<file path="config.mk">
export PLATFORM = sky130hd
export DESIGN_NAME = mii_symbol_port
export DESIGN_NICKNAME = d
export VERILOG_FILES = /design/src/verilog/mii_port_pkg.sv /design/src/verilog/mgmt_if.sv /design/src/verilog/mgmt_engine.sv /design/src/verilog/mii_symbol_port.sv
export SDC_FILE = /design/constraint.sdc
export NUM_CORES = 1
export LEC_CHECK = 0
export BUFFER_PORTS_ARGS = -buffer_cell sky130_fd_sc_hd__buf_2
export CAP_MARGIN = 5
export CORE_MARGIN = 2
export CORE_UTILIZATION = 50
export CTS_BUF_LIST = sky130_fd_sc_hd__clkbuf_2 sky130_fd_sc_hd__clkbuf_4 sky130_fd_sc_hd__clkbuf_8
export CTS_CLUSTER_DIAMETER = 40
export CTS_CLUSTER_SIZE = 20
export DETAILED_ROUTE_END_ITERATION = 16
export GPL_TIMING_DRIVEN = 0
export PLACE_DENSITY_LB_ADDON = 0.15
export SETUP_SLACK_MARGIN = 0.4
export SLEW_MARGIN = 40
export SYNTH_ARGS = -nofsm -noshare
export SYNTH_HDL_FRONTEND = slang
export SYNTH_HIERARCHICAL = 1
export SYNTH_SLANG_ARGS = --single-unit
export TNS_END_PERCENT = 50
</file>
<file path="constraint.sdc">
create_clock -name clk -period 1.95 [get_ports clk]
set_clock_uncertainty 0.05 [all_clocks]
set_input_delay 0.0975 -clock clk [delete_from_list [all_inputs] [get_ports clk]]
set_output_delay 0.0975 -clock clk [all_outputs]
set_load 0.02 [all_outputs]
</file>
<file path="src/verilog/mii_port_pkg.sv">
// Constants shared by the MII/symbol port and its management engine.
// Assumes a single 100 MHz system clock; PHY clocks arrive as plain pins.
// Operation
// - A decode error during a frame flags CRC error in the descriptor status.
// - Decode error is rx-clock synchronous; a one-cycle pulse must be caught.
// - Device generates the management clock that times every management transfer.
// - Management data line is two-way; device and PHY drive it in turn.
// - Port select output high for MII/symbol port, low for serial port.
// - Transmit lines change with the transmit clock; PHY samples on its rise.
// - Transmit enable marks transmission; meaningless in symbol coding mode.
// - Address match output asserts when a frame passes address filtering.
// - Symbol coding mode adds a fifth data line in each direction.
package mii_port_pkg;
  localparam int CLK_MHZ          = 100;
  // Management clock half period, least time
  localparam int MDC_HALF_NS      = 200;
  localparam int MDC_HALF_CYC     = (MDC_HALF_NS * CLK_MHZ + 999) / 1000;
  localparam int MGMT_FRAME_BITS  = 64;
  localparam int MGMT_PREAMBLE    = 32;
  localparam int MGMT_TA_POS      = 46;
  localparam int MGMT_DATA_POS    = 48;
  localparam logic [1:0]  MGMT_START    = 2'h1;
  localparam logic [1:0]  MGMT_OP_READ  = 2'h2;
  localparam logic [1:0]  MGMT_OP_WRITE = 2'h1;
  localparam logic [1:0]  MGMT_TA_WRITE = 2'h2;
  localparam logic [31:0] MGMT_PREAMBLE_BITS = 32'hffffffff;
  localparam int SYM_W            = 5;
  localparam int NIB_W            = 4;
  localparam logic [15:0] MGMT_RDATA_RST = 16'h0000;
  typedef enum logic [0:0] {MGMT_IDLE, MGMT_SHIFT} mgmt_state_t;
endpackage

</file>
<file path="src/verilog/mgmt_if.sv">
// Request and answer bundle between the port top and the management engine.
// Assumes both ends run on the system clock.
`timescale 1ns/1ps
interface mgmt_if;
  logic        start;
  logic        write;
  logic [4:0]  phy_addr;
  logic [4:0]  reg_addr;
  logic [15:0] wdata;
  logic [15:0] rdata;
  logic        busy;
  logic        done;
  logic        mdio_in_s;
  modport ctrl   (output start, write, phy_addr, reg_addr, wdata, mdio_in_s,
                  input rdata, busy, done);
  modport engine (input start, write, phy_addr, reg_addr, wdata, mdio_in_s,
                  output rdata, busy, done);
endinterface

</file>
<file path="src/verilog/mgmt_engine.sv">
// Management frame engine: makes the management clock and shifts frames.
// Assumes its data input is already synchronised to clk.
`timescale 1ns/1ps
module mgmt_engine
  import mii_port_pkg::*;
(
  input  wire logic clk,
  input  wire logic reset_n,
  mgmt_if.engine    mg,
  output logic      mdc,
  output logic      mdio_out,
  output logic      mdio_oe
);
  import mii_port_pkg::*;

  mgmt_state_t state_reg;
  logic [7:0]  half_cnt_reg;
  logic [6:0]  idx_reg;
  logic [63:0] frame_reg;
  logic        read_reg;
  logic [15:0] rdata_reg;
  logic        done_reg;
  wire         half_tick = (half_cnt_reg == 8'(MDC_HALF_CYC - 1));

  // ----------------------------------------
  // Clock divider and bit sequencing
  // ----------------------------------------
  always_ff @(posedge clk or negedge reset_n) begin
    if (!reset_n) begin
      state_reg    <= MGMT_IDLE;
      half_cnt_reg <= 8'h00;
      idx_reg      <= 7'h00;
      frame_reg    <= 64'h0;
      read_reg     <= 1'b0;
      mdc          <= 1'b0;
      done_reg     <= 1'b0;
    end else begin
      done_reg <= 1'b0;
      case (state_reg)
        MGMT_IDLE: begin
          half_cnt_reg <= 8'h00;
          mdc          <= 1'b0;
          if (mg.start) begin
            state_reg <= MGMT_SHIFT;
            idx_reg   <= 7'h00;
            read_reg  <= !mg.write;
            frame_reg <= {MGMT_PREAMBLE_BITS, MGMT_START,
                          mg.write ? MGMT_OP_WRITE : MGMT_OP_READ,
                          mg.phy_addr, mg.reg_addr, MGMT_TA_WRITE, mg.wdata};
          end
        end
        MGMT_SHIFT: begin
          half_cnt_reg <= half_tick ? 8'h00 : half_cnt_reg + 8'h01;
          if (half_tick) begin
            mdc <= !mdc;
            if (mdc) begin
              frame_reg <= {frame_reg[62:0], 1'b0};
              if (idx_reg == 7'(MGMT_FRAME_BITS - 1)) begin
                state_reg <= MGMT_IDLE;
                done_reg  <= 1'b1;
              end else begin
                idx_reg <= idx_reg + 7'h01;
              end
            end
          end
        end
        default: state_reg <= MGMT_IDLE;
      endcase
    end
  end

  // ----------------------------------------
  // Line drive and read capture
  // ----------------------------------------
  always_ff @(posedge clk or negedge reset_n) begin
    if (!reset_n) begin
      mdio_out <= 1'b0;
      mdio_oe  <= 1'b0;
    end else begin
      mdio_out <= (state_reg == MGMT_SHIFT) ? frame_reg[63] : 1'b0;
      mdio_oe  <= (state_reg == MGMT_SHIFT)
                  && !(read_reg && idx_reg >= 7'(MGMT_TA_POS));
    end
  end

  always_ff @(posedge clk or negedge reset_n) begin
    if (!reset_n) begin
      rdata_reg <= MGMT_RDATA_RST;
    end else if (state_reg == MGMT_SHIFT && half_tick && !mdc && read_reg
                 && idx_reg >= 7'(MGMT_DATA_POS)) begin
      rdata_reg <= {rdata_reg[14:0], mg.mdio_in_s};
    end
  end

  assign mg.rdata = rdata_reg;
  assign mg.busy  = (state_reg == MGMT_SHIFT);
  assign mg.done  = done_reg;

  chk_mdc_half_period : assert property (@(posedge clk) disable iff (!reset_n)
    $rose(mdc) |-> ##20 $fell(mdc))
    else $error("management clock high time wrong");
  chk_mdio_turnaround : assert property (@(posedge clk) disable iff (!reset_n)
    (state_reg == MGMT_SHIFT && read_reg && idx_reg >= 7'(MGMT_TA_POS)) |=> !mdio_oe)
    else $error("data line driven during read data");
  chk_mgmt_preamble : assert property (@(posedge clk) disable iff (!reset_n)
    (state_reg == MGMT_SHIFT && $past(state_reg) == MGMT_SHIFT
     && idx_reg < 7'(MGMT_PREAMBLE)) |=> (mdio_out && mdio_oe))
    else $error("preamble bit not one");
endmodule

</file>
<file path="src/verilog/mii_symbol_port.sv">
// MII/symbol media port: receive, transmit, selects and management port.
// Assumes PHY clocks and data are asynchronous pins sampled by clk.
`timescale 1ns/1ps
module mii_symbol_port
  import mii_port_pkg::*;
(
  input  wire logic                      clk,
  input  wire logic                      reset_n,
  input  wire logic                      symbol_coding_mode,
  input  wire logic                      port_select_mii,
  input  wire logic                      addr_filter_pass,
  input  wire logic                      rx_clk_pin,
  input  wire logic [mii_port_pkg::NIB_W-1:0] rxd_pin,
  input  wire logic                      rxd4_pin,
  input  wire logic                      rx_valid_in,
  input  wire logic                      rx_err_pin,
  input  wire logic                      crs_pin,
  input  wire logic                      col_pin,
  input  wire logic                      tx_clk_pin,
  input  wire logic                      tx_valid,
  input  wire logic [mii_port_pkg::SYM_W-1:0] tx_data,
  input  wire logic                      mgmt_start,
  input  wire logic                      mgmt_write,
  input  wire logic [4:0]                mgmt_phy_addr,
  input  wire logic [4:0]                mgmt_reg_addr,
  input  wire logic [15:0]               mgmt_wdata,
  input  wire logic                      mdio_in,
  output logic [mii_port_pkg::SYM_W-1:0] rx_sym_reg,
  output logic                           rx_sym_valid_reg,
  output logic                           rx_end_reg,
  output logic                           rx_crc_error_reg,
  output logic                           carrier_sense_reg,
  output logic                           collision_reg,
  output logic [mii_port_pkg::NIB_W-1:0] txd_reg,
  output logic                           txd4_reg,
  output logic                           tx_en_reg,
  output logic                           tx_taken_reg,
  output logic                           mii_select_reg,
  output logic                           addr_match_reg,
  output logic [15:0]                    mgmt_rdata,
  output logic                           mgmt_busy,
  output logic                           mgmt_done,
  output logic                           mdc,
  output logic                           mdio_out,
  output logic                           mdio_oe
);
  import mii_port_pkg::*;

  // ----------------------------------------
  // Pin synchronisers
  // ----------------------------------------
  localparam int SW = 12;
  logic [SW-1:0] pin_m_reg;
  logic [SW-1:0] pin_s_reg;
  logic          rclk_d_reg;
  logic          tclk_d_reg;
  logic          dv_d_reg;
  logic          err_pend_reg;

  always_ff @(posedge clk or negedge reset_n) begin
    if (!reset_n) begin
      pin_m_reg <= '0;
      pin_s_reg <= '0;
    end else begin
      pin_m_reg <= {rx_clk_pin, tx_clk_pin, rx_valid_in, rx_err_pin, crs_pin, col_pin,
                    mdio_in, rxd4_pin, rxd_pin};
      pin_s_reg <= pin_m_reg;
    end
  end

  wire       rclk_s = pin_s_reg[11];
  wire       tclk_s = pin_s_reg[10];
  wire       dv_s   = pin_s_reg[9];
  wire       err_s  = pin_s_reg[8];
  wire [4:0] sym_s  = pin_s_reg[4:0];
  wire       rx_rise = rclk_s && !rclk_d_reg;
  wire       tx_rise = tclk_s && !tclk_d_reg;

  always_ff @(posedge clk or negedge reset_n) begin
    if (!reset_n) begin
      rclk_d_reg <= 1'b0;
      tclk_d_reg <= 1'b0;
    end else begin
      rclk_d_reg <= rclk_s;
      tclk_d_reg <= tclk_s;
    end
  end

  // ----------------------------------------
  // Receive path
  // ----------------------------------------
  always_ff @(posedge clk or negedge reset_n) begin
    if (!reset_n) begin
      rx_sym_reg       <= 5'h00;
      rx_sym_valid_reg <= 1'b0;
      dv_d_reg         <= 1'b0;
    end else begin
      rx_sym_valid_reg <= 1'b0;
      if (rx_rise) begin
        dv_d_reg <= dv_s;
        if (dv_s || symbol_coding_mode) begin
          rx_sym_reg       <= {symbol_coding_mode && sym_s[4], sym_s[3:0]};
          rx_sym_valid_reg <= 1'b1;
        end
      end
    end
  end

  // Error caught on any single sampled edge with data valid high, reported at frame end
  always_ff @(posedge clk or negedge reset_n) begin
    if (!reset_n) begin
      err_pend_reg     <= 1'b0;
      rx_end_reg       <= 1'b0;
      rx_crc_error_reg <= 1'b0;
    end else begin
      rx_end_reg <= 1'b0;
      if (rx_rise) begin
        if (dv_d_reg && !dv_s) begin
          rx_end_reg       <= 1'b1;
          rx_crc_error_reg <= err_pend_reg;
          err_pend_reg     <= 1'b0;
        end else if (dv_s && err_s) begin
          err_pend_reg <= 1'b1;
        end
      end
    end
  end

  always_ff @(posedge clk or negedge reset_n) begin
    if (!reset_n) begin
      carrier_sense_reg <= 1'b0;
      collision_reg     <= 1'b0;
    end else begin
      carrier_sense_reg <= pin_s_reg[7];
      collision_reg     <= pin_s_reg[6];
    end
  end

  // ----------------------------------------
  // Transmit path
  // ----------------------------------------
  always_ff @(posedge clk or negedge reset_n) begin
    if (!reset_n) begin
      txd_reg      <= 4'h0;
      txd4_reg     <= 1'b0;
      tx_en_reg    <= 1'b0;
      tx_taken_reg <= 1'b0;
    end else begin
      tx_taken_reg <= 1'b0;
      if (tx_rise) begin
        if (tx_valid) begin
          txd_reg      <= tx_data[3:0];
          txd4_reg     <= symbol_coding_mode && tx_data[4];
          tx_en_reg    <= !symbol_coding_mode;
          tx_taken_reg <= 1'b1;
        end else begin
          txd_reg   <= 4'h0;
          txd4_reg  <= 1'b0;
          tx_en_reg <= 1'b0;
        end
      end
    end
  end

  // ----------------------------------------
  // Port select and address match
  // ----------------------------------------
  always_ff @(posedge clk or negedge reset_n) begin
    if (!reset_n) begin
      mii_select_reg <= 1'b0;
      addr_match_reg <= 1'b0;
    end else begin
      mii_select_reg <= port_select_mii;
      addr_match_reg <= addr_filter_pass;
    end
  end

  // ----------------------------------------
  // Management port
  // ----------------------------------------
  mgmt_if mg ();
  assign mg.start     = mgmt_start;
  assign mg.write     = mgmt_write;
  assign mg.phy_addr  = mgmt_phy_addr;
  assign mg.reg_addr  = mgmt_reg_addr;
  assign mg.wdata     = mgmt_wdata;
  assign mg.mdio_in_s = pin_s_reg[5];
  assign mgmt_rdata   = mg.rdata;
  assign mgmt_busy    = mg.busy;
  assign mgmt_done    = mg.done;

  mgmt_engine u_mgmt (
    .clk      (clk),
    .reset_n  (reset_n),
    .mg       (mg),
    .mdc      (mdc),
    .mdio_out (mdio_out),
    .mdio_oe  (mdio_oe)
  );

  chk_err_single_edge : assert property (@(posedge clk) disable iff (!reset_n)
    (rx_rise && dv_s && dv_d_reg && err_s) |=> err_pend_reg)
    else $error("one-edge decode error missed");
  chk_crc_on_end : assert property (@(posedge clk) disable iff (!reset_n)
    (rx_rise && dv_d_reg && !dv_s && err_pend_reg) |=> (rx_end_reg && rx_crc_error_reg))
    else $error("crc error not reported at frame end");
  chk_rx_nibble : assert property (@(posedge clk) disable iff (!reset_n)
    (rx_rise && dv_s) |=> (rx_sym_valid_reg && rx_sym_reg[3:0] == $past(sym_s[3:0])))
    else $error("received nibble not delivered");
  chk_txd_load : assert property (@(posedge clk) disable iff (!reset_n)
    (tx_rise && tx_valid) |=> (tx_taken_reg && txd_reg == $past(tx_data[3:0])))
    else $error("transmit nibble not loaded");
  chk_txen_active : assert property (@(posedge clk) disable iff (!reset_n)
    (tx_rise && tx_valid && !symbol_coding_mode) |=> tx_en_reg ##1 !tx_taken_reg)
    else $error("transmit enable missing");
  chk_txen_idle : assert property (@(posedge clk) disable iff (!reset_n)
    (tx_rise && !tx_valid) |=> (!tx_en_reg && !tx_taken_reg))
    else $error("transmit enable without data");
  chk_port_select : assert property (@(posedge clk) disable iff (!reset_n)
    ##1 (mii_select_reg == $past(port_select_mii)))
    else $error("port select wrong");
  chk_addr_match : assert property (@(posedge clk) disable iff (!reset_n)
    addr_filter_pass |=> addr_match_reg)
    else $error("address match not shown");
endmodule

</file>
==> metrics.md, run 1 <==
| Metric | Value |
|---|---|
| Critical Path Fanout Max | 5 |
| Die area | 12070 um^2 |
| GP Congestion | 0.7438 |
| Top_reg_cell synth | dfrtp_1 |
| Place WS | -0.3801 ns |
| Post-synthesis async set-or-reset flop share | 1.000 |
| Kind of critical path | flip-flop to flip-flop |
| Final net count | 679 |
| Clk slew on worst S/H paths | 0.08 ns |
| ANT nets after route | 0 |
| Post-layout power | 0.009411 W |
| Netlist cell types | 47 |
| Cells on worst reg2reg path | 10 |
| Input/output buffers | 90 |
| Reg2reg end | u_mgmt/frame_reg[28] |
| EDFF count, synth | 0 |
| Vias post-DR | 4070 |
| Syn Nets | 476 |
| Fraction of layout cells with a size suffix above 1 | 0.3762 |
| FMAX | 0.5208 GHz |
| Worst-case clock buffer depth | 2 |
| Status | finished, final reports clean |
| Mapped Area | 5602 um^2 |
| CTS Root Cell | clkbuf_8 |
| CP cell instances | ha_2 > and4bb_2 > buf_6 > buf_4 > a31oi_4 > buf_6 > buf_6 > clkbuf_8 > nand2_2 > o21ai_1 |
| Crit path DAT | 2.25 ns |
| Slowest-stage cell, CP | dfrtp_1 |
| Final period util | 0.9847 |
| Wire length per cell | 16.63 um |
| Clock buffer count from CTS | 17 |
| Pin count of the biggest net entering global routing | 54 |
| P_leak | 3.921 nW |
| Worst VDD drop | 0.7835 mV |
| Overflow after GRT | 0 |
| Final hold vios | 0 |
| CORE AREA | 10890 um^2 |
| RSZ-0062 raised after global routing | yes |
| Register area share after synthesis | 0.6612 |
| Syn Area/Cell | 13.27 um^2 |
| Dpl hpwl | 6.875 mm |
| Vias per cell | 5.231 |
| DR pass1 iterations | 4 |
| Starting density of the core | 0.5145 |
| Initial antenna violation count | 0 |
| Initial DRC count | 267 |
| Synth Warn # | 6 |
| Reg-to-reg setup timing slack | 0.03 ns |
| First-pass GRT wire length | 20.37 mm |
| CTS tree | yes |
| Final setup violation count | 0 |
| HP Class | primary input to asynchronous set/reset pin |
| Worst Path Buf+Inv | 5 |
| Setup crit start kind | flip-flop |
| Most frequent cells in the layout | dfrtp_1 (148), buf_2 (93), dlygate4sd3_1 (55) |
| Ant. Diodes | 0 |
| Worst-Margin Slew | 0.7600 ns |
| Die Y-Extent | 109.8 um |
| Power per cell area | 1168 nW/um^2 |
| Max-cap viol count | 0 |
| Mapped Cells | 422 |
| WL final | 12.94 mm |
| Clock Latency Late Sink | 0.45 ns |
| GR Util All Layers | 0.2241 |
| Die X-Extent | 109.8 um |
| Max reg flops | 64 |
| TritonCTS Sinks | 148 |
| Num ports | 91 |
| Slew margin rel. | 0.4933 |
| Reg2reg start | u_mgmt/half_cnt_reg[1] |
| Drc violations | 0 |
| Vias in the first global route | 4232 |
| Placed cell areas | 6304 um^2 |
| Flops & latches, synth | 148 |
| Cell repeated most along the worst path | buf_6 |
| H-tree levels | 4 |
| Crit path capture type | flip-flop |
| Most common cell after layout, fill and taps aside | dfrtp_1 |
| CP peak stage delay | 0.40 ns |
| Slew Viols, Final | 0 |
| Final Cell Area | 8059 um^2 |
| Tmin final | 1.920 ns |
| Num rows | 38 |
| Synth-to-Final Area Change | 43.87% |
| CP top delay family | buffers and inverters |
| Worst EP required | 2.28 ns |
| Final worst setup slack | 0.02993 ns |
[power breakdown]
group | leakage [nW] | internal (W) | switching [W]
combinational | 1.86 | 0.00120 | 0.00103
clock | 0.233 | 0.00157 | 0.00112
sequential | 1.83 | 0.00390 | 0.000594
total | 3.92 | 0.00667 | 0.00274
[synthesized netlist by cell type, drive strengths merged, types with 2 or more instances]
cell type | n | area share
o21a | 2 | 0.0040
dfrtp | 148 | 0.66
nand3b | 4 | 0.0054
xnor2 | 4 | 0.0063
nand3 | 11 | 0.0098
mux2 | 22 | 0.048
nand2 | 45 | 0.031
inv | 4 | 0.0027
a21oi | 5 | 0.0045
buf | 10 | 0.0096
xor2 | 3 | 0.0047
o31ai | 3 | 0.0040
a22o | 2 | 0.0031
and2 | 6 | 0.0067
mux2i | 26 | 0.046
nor2 | 15 | 0.010
nand4 | 2 | 0.0022
and3 | 3 | 0.0034
o21ai | 37 | 0.033
clkbuf | 11 | 0.0074
ha | 3 | 0.0067
nand2b | 3 | 0.0034
o22a | 34 | 0.053
nor3 | 2 | 0.0038
nor2b | 2 | 0.0036
o211ai | 3 | 0.0040
[how the worst max path moves through the flow]
stage | start | to | depth (start not counted)
after floorplan | u_mgmt/half_cnt_reg[0] | u_mgmt/mg.rdata[0] | 7
after detailed placement | u_mgmt/half_cnt_reg[1] | u_mgmt/frame_reg[27] | 6
final | u_mgmt/half_cnt_reg[1] | u_mgmt/frame_reg[28] | 10
after CTS | u_mgmt/half_cnt_reg[1] | u_mgmt/mg.rdata[0] | 8
after global placement | reset_n | u_mgmt/frame_reg[46] | 1
after global routing | u_mgmt/half_cnt_reg[1] | u_mgmt/frame_reg[28] | 10
[final cells by class]
| class | count | area [um^2] |
|---|---|---|
| Multi-Input combinational cell | 249 | 1993 |
| Buffer | 21 | 257.7 |
| Timing Repair Buffer | 184 | 1456 |
| Clock buffer | 24 | 311.5 |
| Tap cell | 140 | 175.2 |
| Sequential cell | 148 | 3704 |
| Inverter | 4 | 15.01 |
| Fill cell | 694 | 2829 |
| Clock inverter | 8 | 146.4 |
[per-layer routing]
layer / up-vias / track usage / wire (um)
met3: 27 / 0.06224 / 591
met2: 91 / 0.3734 / 6628
li1: 1914 / - / -
met4: 0 / 0.1004 / 239
met5: - / 0 / 0
met1: 2038 / 0.2716 / 5482
[kinds of logic after synthesis]
kind of cell | count (synthesis) | synth area share
buffers and inverters | 25 | 0.01966
muxes | 48 | 0.09404
DFF | 148 | 0.6612
and+or+nand+nor | 98 | 0.09002
xor gates and xnor gates | 7 | 0.01095
AOI/OAI and AO/OA | 93 | 0.1175
adders and majority gates | 3 | 0.006702
[what timing repair did]
item,in CTS,in global routing
buffers inserted,20,8
gates resized for setup,116,33
pin swaps,55,13
hold buffers,55,0
setup endpoints to repair,86,97
cloned,8,1
hold endpoints to repair,203,0
[metrics by stage]
step	utilization	TNS (ns)	hold slack, ns	std cells
floorplan	-	-0.2166	-0.2481	422
global placement	0.5730	-200.94	0.1560	652
detailed placement	0.5789	-16.56	-0.03461	654
CTS	0.7239	-0.4747	0.07786	769
global route	0.7402	-0.4948	0.09968	778
finish	0.7402	0	0.07976	778
(Power assumes the default switching activity.)
==> inputs of run 2 (changes only) <==
clock period = 2.1 ns   (was 1.95 ns; I/O delays follow)
==> run 2 against run 1 <==
  * Register-to-register slack improved by 0.07 ns
  * Hold slack gained 0.075 ns
  * Via count fell by 1.5%
  * Global-route usage decreased by 2.2 points
  * Critical path depth unchanged
  * Sequential share of layout area is 1.3 points higher
  * Design area decreased by 2.7%
  * Routed wire length shrank 11%
  * Non-clock buffer count shrank 6
  * Flip-flop and latch count is the same
  * Total power decreased by 10%
  * Highest routed layer unchanged
==> metrics.md, run 2 (synthesized netlist as in run 1, its figures left out) <==
| Metric | Value |
|---|---|
| Status | finished, final reports clean |
| Initial antenna violation count | 0 (unchanged) |
| Clk slew on worst S/H paths | 0.07 ns (about the same) |
| CORE AREA | 10890 um^2 (unchanged) |
| Starting density of the core | 0.5145 (unchanged) |
| Logic pwr share | 0.232 (-0.004) |
| Dpl hpwl | 6.670 mm (-3.0%) |
| WL final | 11.58 mm (-11%) |
| Wire length per cell | 15.03 um (-9.6%) |
| Seq pwr share | 0.492 (+0.014) |
| HP Class | primary input to asynchronous set/reset pin |
| TritonCTS Sinks | 148 (unchanged) |
| CP cell instances | ha_2 > and4bb_2 > buf_6 > buf_6 > buf_6 > a31oi_4 > buf_6 > clkbuf_16 > nand2_2 > o21ai_1 |
| Setup TNS | 0 ns (unchanged) |
| Die area | 12070 um^2 (unchanged) |
| CTS tree | yes |
| H-tree levels | 4 (unchanged) |
| Die X-Extent | 109.8 um (unchanged) |
| Slowest-stage cell, CP | dfrtp_1 |
| Final net count | 673 (-0.88%) |
| Clock buffer count from CTS | 17 (unchanged) |
| ANT nets after route | 0 (unchanged) |
| Most frequent cells in the layout | dfrtp_1 (148), buf_2 (95), dlygate4sd3_1 (54) |
| P_sw | 0.002436 W (-11%) |
| Worst-case clock buffer depth | 2 (unchanged) |
| Slew margin rel. | 0.4963 (+0.002929) |
| Ant. Diodes | 0 (unchanged) |
| Clock network power share | 0.277 (-0.009) |
| Final period util | 0.9524 (-0.03225) |
| Max reg flops | 64 (unchanged) |
| RSZ-0062 raised after global routing | yes |
| Final core utilization | 0.7201 (-0.02011) |
| P_leak | 3.851 nW (-1.8%) |
| Worst Path Buf+Inv | 5 (unchanged) |
| Num rows | 38 (unchanged) |
| Final hold vios | 0 (unchanged) |
| Most common cell after layout, fill and taps aside | dfrtp_1 |
| Placed cell areas | 6276 um^2 (-0.44%) |
| Synth-to-Final Area Change | 39.96% |
| GP Congestion | 0.7647 (+2.8%) |
| Final setup violation count | 0 (unchanged) |
| GR Util All Layers | 0.2018 (-0.02230) |
| Pint | 0.006013 W (-9.9%) |
| CP top delay family | buffers and inverters |
| Power per cell area | 1078 nW/um^2 (-7.7%) |
| First-pass GRT wire length | 18.60 mm (-8.7%) |
| Worst-Margin Slew | 0.7556 ns (-0.004394 ns) |
| Placed insts | 653 (-0.15%) |
| Overflow after GRT | 0 (unchanged) |
| Vias post-DR | 4007 (-1.5%) |
| Crit path DAT | 2.31 ns (+0.06 ns) |
| Net Sw Frac | 0.2883 (-0.002412) |
| Initial DRC count | 263 (-1.5%) |
| FMAX | 0.5000 GHz (-4.0%) |
| Cell repeated most along the worst path | buf_6 |
| Worst VDD drop | 0.7362 mV (-6.0%) |
| Setup crit start kind | flip-flop |
| Tmin final | 2.000 ns (+0.07998 ns) |
| Non-Filler Instances | 770 (-1.0%) |
| Fraction of layout cells with a size suffix above 1 | 0.3635 (-0.01268) |
| Die Y-Extent | 109.8 um (unchanged) |
| Final Cell Area | 7840 um^2 (-2.7%) |
| Clock Latency Late Sink | 0.44 ns (about the same) |
| Num ports | 91 (unchanged) |
| Place WS | -0.2076 ns (+0.1725 ns) |
| DR pass1 iterations | 4 (unchanged) |
| Max-cap viol count | 0 (unchanged) |
| CP peak stage delay | 0.39 ns (about the same) |
| Final worst setup slack | 0.09995 ns (+0.07002 ns) |
| Slew Viols, Final | 0 (unchanged) |
| Vias per cell | 5.204 (-0.53%) |
| Critical Path Fanout Max | 6 (+1) |
| Vias in the first global route | 3994 (-5.6%) |
| Worst EP required | 2.41 ns (+0.13 ns) |
| Kind of critical path | flip-flop to flip-flop |
| Crit path capture type | flip-flop |
| Pin count of the biggest net entering global routing | 78 (+44%) |
| Input/output buffers | 90 (unchanged) |
| Drc violations | 0 (unchanged) |
| CTS Root Cell | clkbuf_8 |
==> run 2: final cells by class <==
class | count | area (um^2)
plain buffers | 21 | 220.2
multi-input cells | 249 | 1963
well taps | 140 | 175.2
fillers | 756 | 3048
clock inverters | 10 | 156.4
inverters | 4 | 15.01
flip-flops and latches | 148 | 3704
repair buffers | 178 | 1338
clock buffers | 20 | 269.0
==> run 2: final timing paths <==
kind,slack [ns],from,cells past startpoint,end
setup / recovery,0.1,u_mgmt/half_cnt_reg[1],10,u_mgmt/frame_reg[7]
hold / removal,0.15,reset_n,2,txd_reg[0]
setup reg to reg,0.1,u_mgmt/half_cnt_reg[1],10,u_mgmt/frame_reg[7]
hold reg to reg,0.30,pin_m_reg[1],0,pin_s_reg[1]
max in group asynchronous,1.09,reset_n,3,u_mgmt/frame_reg[39]
min in group clk,0.26,port_select_mii,2,mii_select_reg
==> run 2: metrics by stage <==
step           power, W  hold WS, ns
2_1_floorplan  0.005171      -0.2406
3_3_place_gp   0.005567       0.1633
3_5_place_dp   0.005692      0.05272
4_1_cts        0.008303       0.1695
5_1_grt        0.008962       0.1969
6_report       0.008449       0.1550
==> run 2: repair_timing <==
action,CTS,global route
setup endpoints to repair,84,87
hold buffers,54,0
buffers inserted,18,9
gates cloned,6,0
hold endpoints to repair,126,0
gates resized for setup,58,66
pin swaps,5,18
==> run 2: worst register-to-register path, delay by kind of cell (launching register included) <==
kind,cells,cell delay [ns]
simple gates,2,0.27
compound gates,2,0.31
flops,1,0.39
fa+ha+maj,1,0.19
buf+inv,5,0.72
==> run 2: power groups by stage <==
| stage | sequential [W] | combinational (W) | clock [W] |
|---|---|---|---|
| finish | 0.00416 | 0.00196 | 0.00234 |
| detailed placement | 0.00419 | 0.00150 | 0 |
| CTS | 0.00414 | 0.00177 | 0.00240 |
| global route | 0.00425 | 0.00218 | 0.00253 |
| floorplan | 0.00414 | 0.00103 | 0 |
| global placement | 0.00415 | 0.00142 | 0 |
==> run 2: metal layers <==
metal | vias to the layer above | GRT usage | routed length [um]
li1 | 1896 | - | -
met1 | 2002 | 0.2588 | 5153
met2 | 97 | 0.3260 | 5706
met3 | 12 | 0.05750 | 586
met4 | 0 | 0.07595 | 128
met5 | - | 0 | 0
==> inputs of run 3 (changes only) <==
CORE_ASPECT_RATIO = 0.5   (was unset)
clock period = 2.3 ns   (was 2.1 ns; I/O delays follow)
==> run 3 against run 2 <==
  * Routed wire length shrank 6.8%
  * Combinational power shrank 20%
  * Flip-flop and latch count is the same
  * First-iteration DRC count shrank 25%
  * Highest routed layer unchanged
  * Maximum frequency grew 6.2%
  * Hold slack gained 0.020 ns
  * Non-clock buffer count shrank 17
  * Total power shrank 15%
  * Via count shrank 4.1%
  * Critical path depth shrank 2
==> metrics.md, run 3 (synthesized netlist as in run 1, its figures left out) <==
| Metric | Value |
|---|---|
| Drc violations | 0 (unchanged) |
| Setup TNS | 0 ns (unchanged) |
| Wire length per cell | 14.20 um (-5.6%) |
| Initial DRC count | 198 (-25%) |
| Worst EP required | 2.56 ns (+0.15 ns) |
| Final hold vios | 0 (unchanged) |
| Met2 Resource Use GR | 0.3067 (-0.01936) |
| Vias in the first global route | 3905 (-2.2%) |
| First-pass GRT wire length | 18.57 mm (-0.15%) |
| TritonCTS Sinks | 148 (unchanged) |
| Clock Latency Late Sink | 0.43 ns (about the same) |
| CORE AREA | 10950 um^2 (+0.53%) |
| Input/output buffers | 90 (unchanged) |
| Worst VDD drop | 0.4030 mV (-45%) |
| Final period util | 0.8186 (-0.1338) |
| Vias per cell | 5.057 (-2.8%) |
| GR Util All Layers | 0.1938 (-0.007973) |
| Clk slew on worst S/H paths | 0.08 ns (about the same) |
| Most frequent cells in the layout | dfrtp_1 (148), buf_2 (96), dlygate4sd3_1 (55) |
| Max-cap viol count | 0 (unchanged) |
| Crit path capture type | flip-flop |
| Reg-to-reg setup timing slack | 0.42 ns (+0.32 ns) |
| Starting density of the core | 0.5118 (-0.002705) |
| Final net count | 656 (-2.5%) |
| Tmin final | 1.883 ns (-0.1174 ns) |
| Most common cell after layout, fill and taps aside | dfrtp_1 |
| Die Y-Extent | 78.85 um (-28%) |
| Vias post-DR | 3843 (-4.1%) |
| Worst-case clock buffer depth | 2 (unchanged) |
| Die area | 12120 um^2 (+0.43%) |
| Status | finished, final reports clean |
| Setup crit start kind | flip-flop |
| Clock buffer count from CTS | 17 (unchanged) |
| Met1 Track Usage GR | 0.2654 (+0.006598) |
| Kind of critical path | flip-flop to flip-flop |
| Worst-Margin Slew | 0.7315 ns (-0.02415 ns) |
| Critical path startpoint | u_mgmt/half_cnt_reg[1] |
| Dpl hpwl | 6.517 mm (-2.3%) |
| Final setup violation count | 0 (unchanged) |
| Slew Viols, Final | 0 (unchanged) |
| Num rows | 27 (-29%) |
| Fillers | 819 (+8.3%) |
| GP Congestion | 0.7588 (-0.77%) |
| Cells on worst reg2reg path | 8 (-2) |
| GR met3 Demand/Resource | 0.05131 (-0.006188) |
| Power per cell area | 961.2 nW/um^2 (-11%) |
| Ant. Diodes | 0 (unchanged) |
| Final worst setup slack | 0.4173 ns (+0.3174 ns) |
| DR pass1 iterations | 4 (unchanged) |
| Max reg flops | 64 (unchanged) |
| P_leak | 3.655 nW (-5.1%) |
| Most used routing layer in global routing | met2 |
| RSZ-0062 raised after global routing | yes |
| Die X-Extent | 153.7 um (+40%) |
| Crit path DAT | 2.14 ns (-0.17 ns) |
| WL final | 10.79 mm (-6.8%) |
| Num ports | 91 (unchanged) |
| Overflow after GRT | 0 (unchanged) |
| Place WS | 0.02703 ns (+0.2347 ns) |
| HP Class | primary input to asynchronous set/reset pin |
| Pin count of the biggest net entering global routing | 77 (-1.3%) |
| Critical Path Fanout Max | 7 (+1) |
| Reg2reg start | u_mgmt/half_cnt_reg[1] |
| Slew margin rel. | 0.5124 (+0.01610) |
| H-tree levels | 4 (unchanged) |
| Synth-to-Final Area Change | 32.97% |
| CTS Root Cell | clkbuf_8 |
| FMAX | 0.5312 GHz (+6.2%) |
| Fraction of layout cells with a size suffix above 1 | 0.3106 (-0.05292) |
| Initial antenna violation count | 0 (unchanged) |
| CTS tree | yes |
| ANT nets after route | 0 (unchanged) |
| Reg2reg end | u_mgmt/mg.rdata[7] |
-- run 3: changes by cell type in the layout (fill, tap and decap cells not counted), moves of 3 or more --
cell / previous run / this run
o21ai_0: 16 / 37
o21ai_2: 15 / 0
buf_6: 15 / 4
nand2_1: 36 / 44
nand2_2: 7 / 0
o21ai_1: 6 / 0
buf_4: 20 / 15
buf_8: 7 / 2
inv_6: 0 / 5
bufinv_16: 4 / 0
clkbuf_2: 1 / 5
clkbuf_8: 21 / 18
clkinv_2: 4 / 1
-- run 3: worst max-delay path by stage --
stage,slack (ns),to
CTS,0.25,u_mgmt/idx_reg[3]
finish,0.42,u_mgmt/mg.rdata[7]
global placement,-1.03,u_mgmt/frame_reg[41]
floorplan,0.33,u_mgmt/mg.rdata[0]
global route,0.33,u_mgmt/mg.rdata[10]
detailed placement,0.03,u_mgmt/frame_reg[27]
-- run 3: final cells by class --
type,instances,area (um^2),area share
clock buffers,18,247.7,0.03326
clock inverters,14,120.1,0.01613
plain buffers,21,131.4,0.01764
multi-input cells,249,1887,0.2533
flip-flops and latches,148,3704,0.4972
well taps,145,181.4,0.02436
inverters,4,15.01,0.002016
repair buffers,161,1162,0.1561
-- run 3: timing repair --
item	4_1_cts	5_1_grt
buffers inserted	8	6
pin swaps	4	4
cloned	1	0
setup endpoints to repair	75	76
gates resized for setup	21	35
hold buffers	55	0
hold endpoints to repair	127	0
-- run 3: power breakdown --
group          internal [W]  switching [W]
registers           0.00331       0.000457
logic              0.000835       0.000725
clock network      0.000808        0.00103
total               0.00495        0.00221
-- run 3: routing by layer --
metal | share of wire | vias up
met2 | 0.47 | 69
met4 | 0.0072 | 0
met3 | 0.041 | 8
met5 | 0 | -
li1 | - | 1866
met1 | 0.48 | 1900
-- run 3: through the flow --
step	utilization	std cells	hold slack, ns	area (um^2)	total power (W)
floorplan	-	422	-0.2306	5613	0.004721
global placement	0.5705	657	0.1730	6245	0.005095
finish	0.6805	760	0.1745	7448	0.007159
global route	0.6805	760	0.1990	7448	0.007666
detailed placement	0.5740	658	0.06222	6282	0.005169
CTS	0.6695	754	0.1720	7328	0.007153
-- run 3: worst max-delay path: stages, from the launching register on --
cell and delay (ns):
dfrtp_1 0.37, ha_2 0.18, and4bb_2 0.23, buf_6 0.14, nand2_4 0.06, nor4_4 0.12
buf_4 0.19, buf_8 0.14, mux2_4 0.30
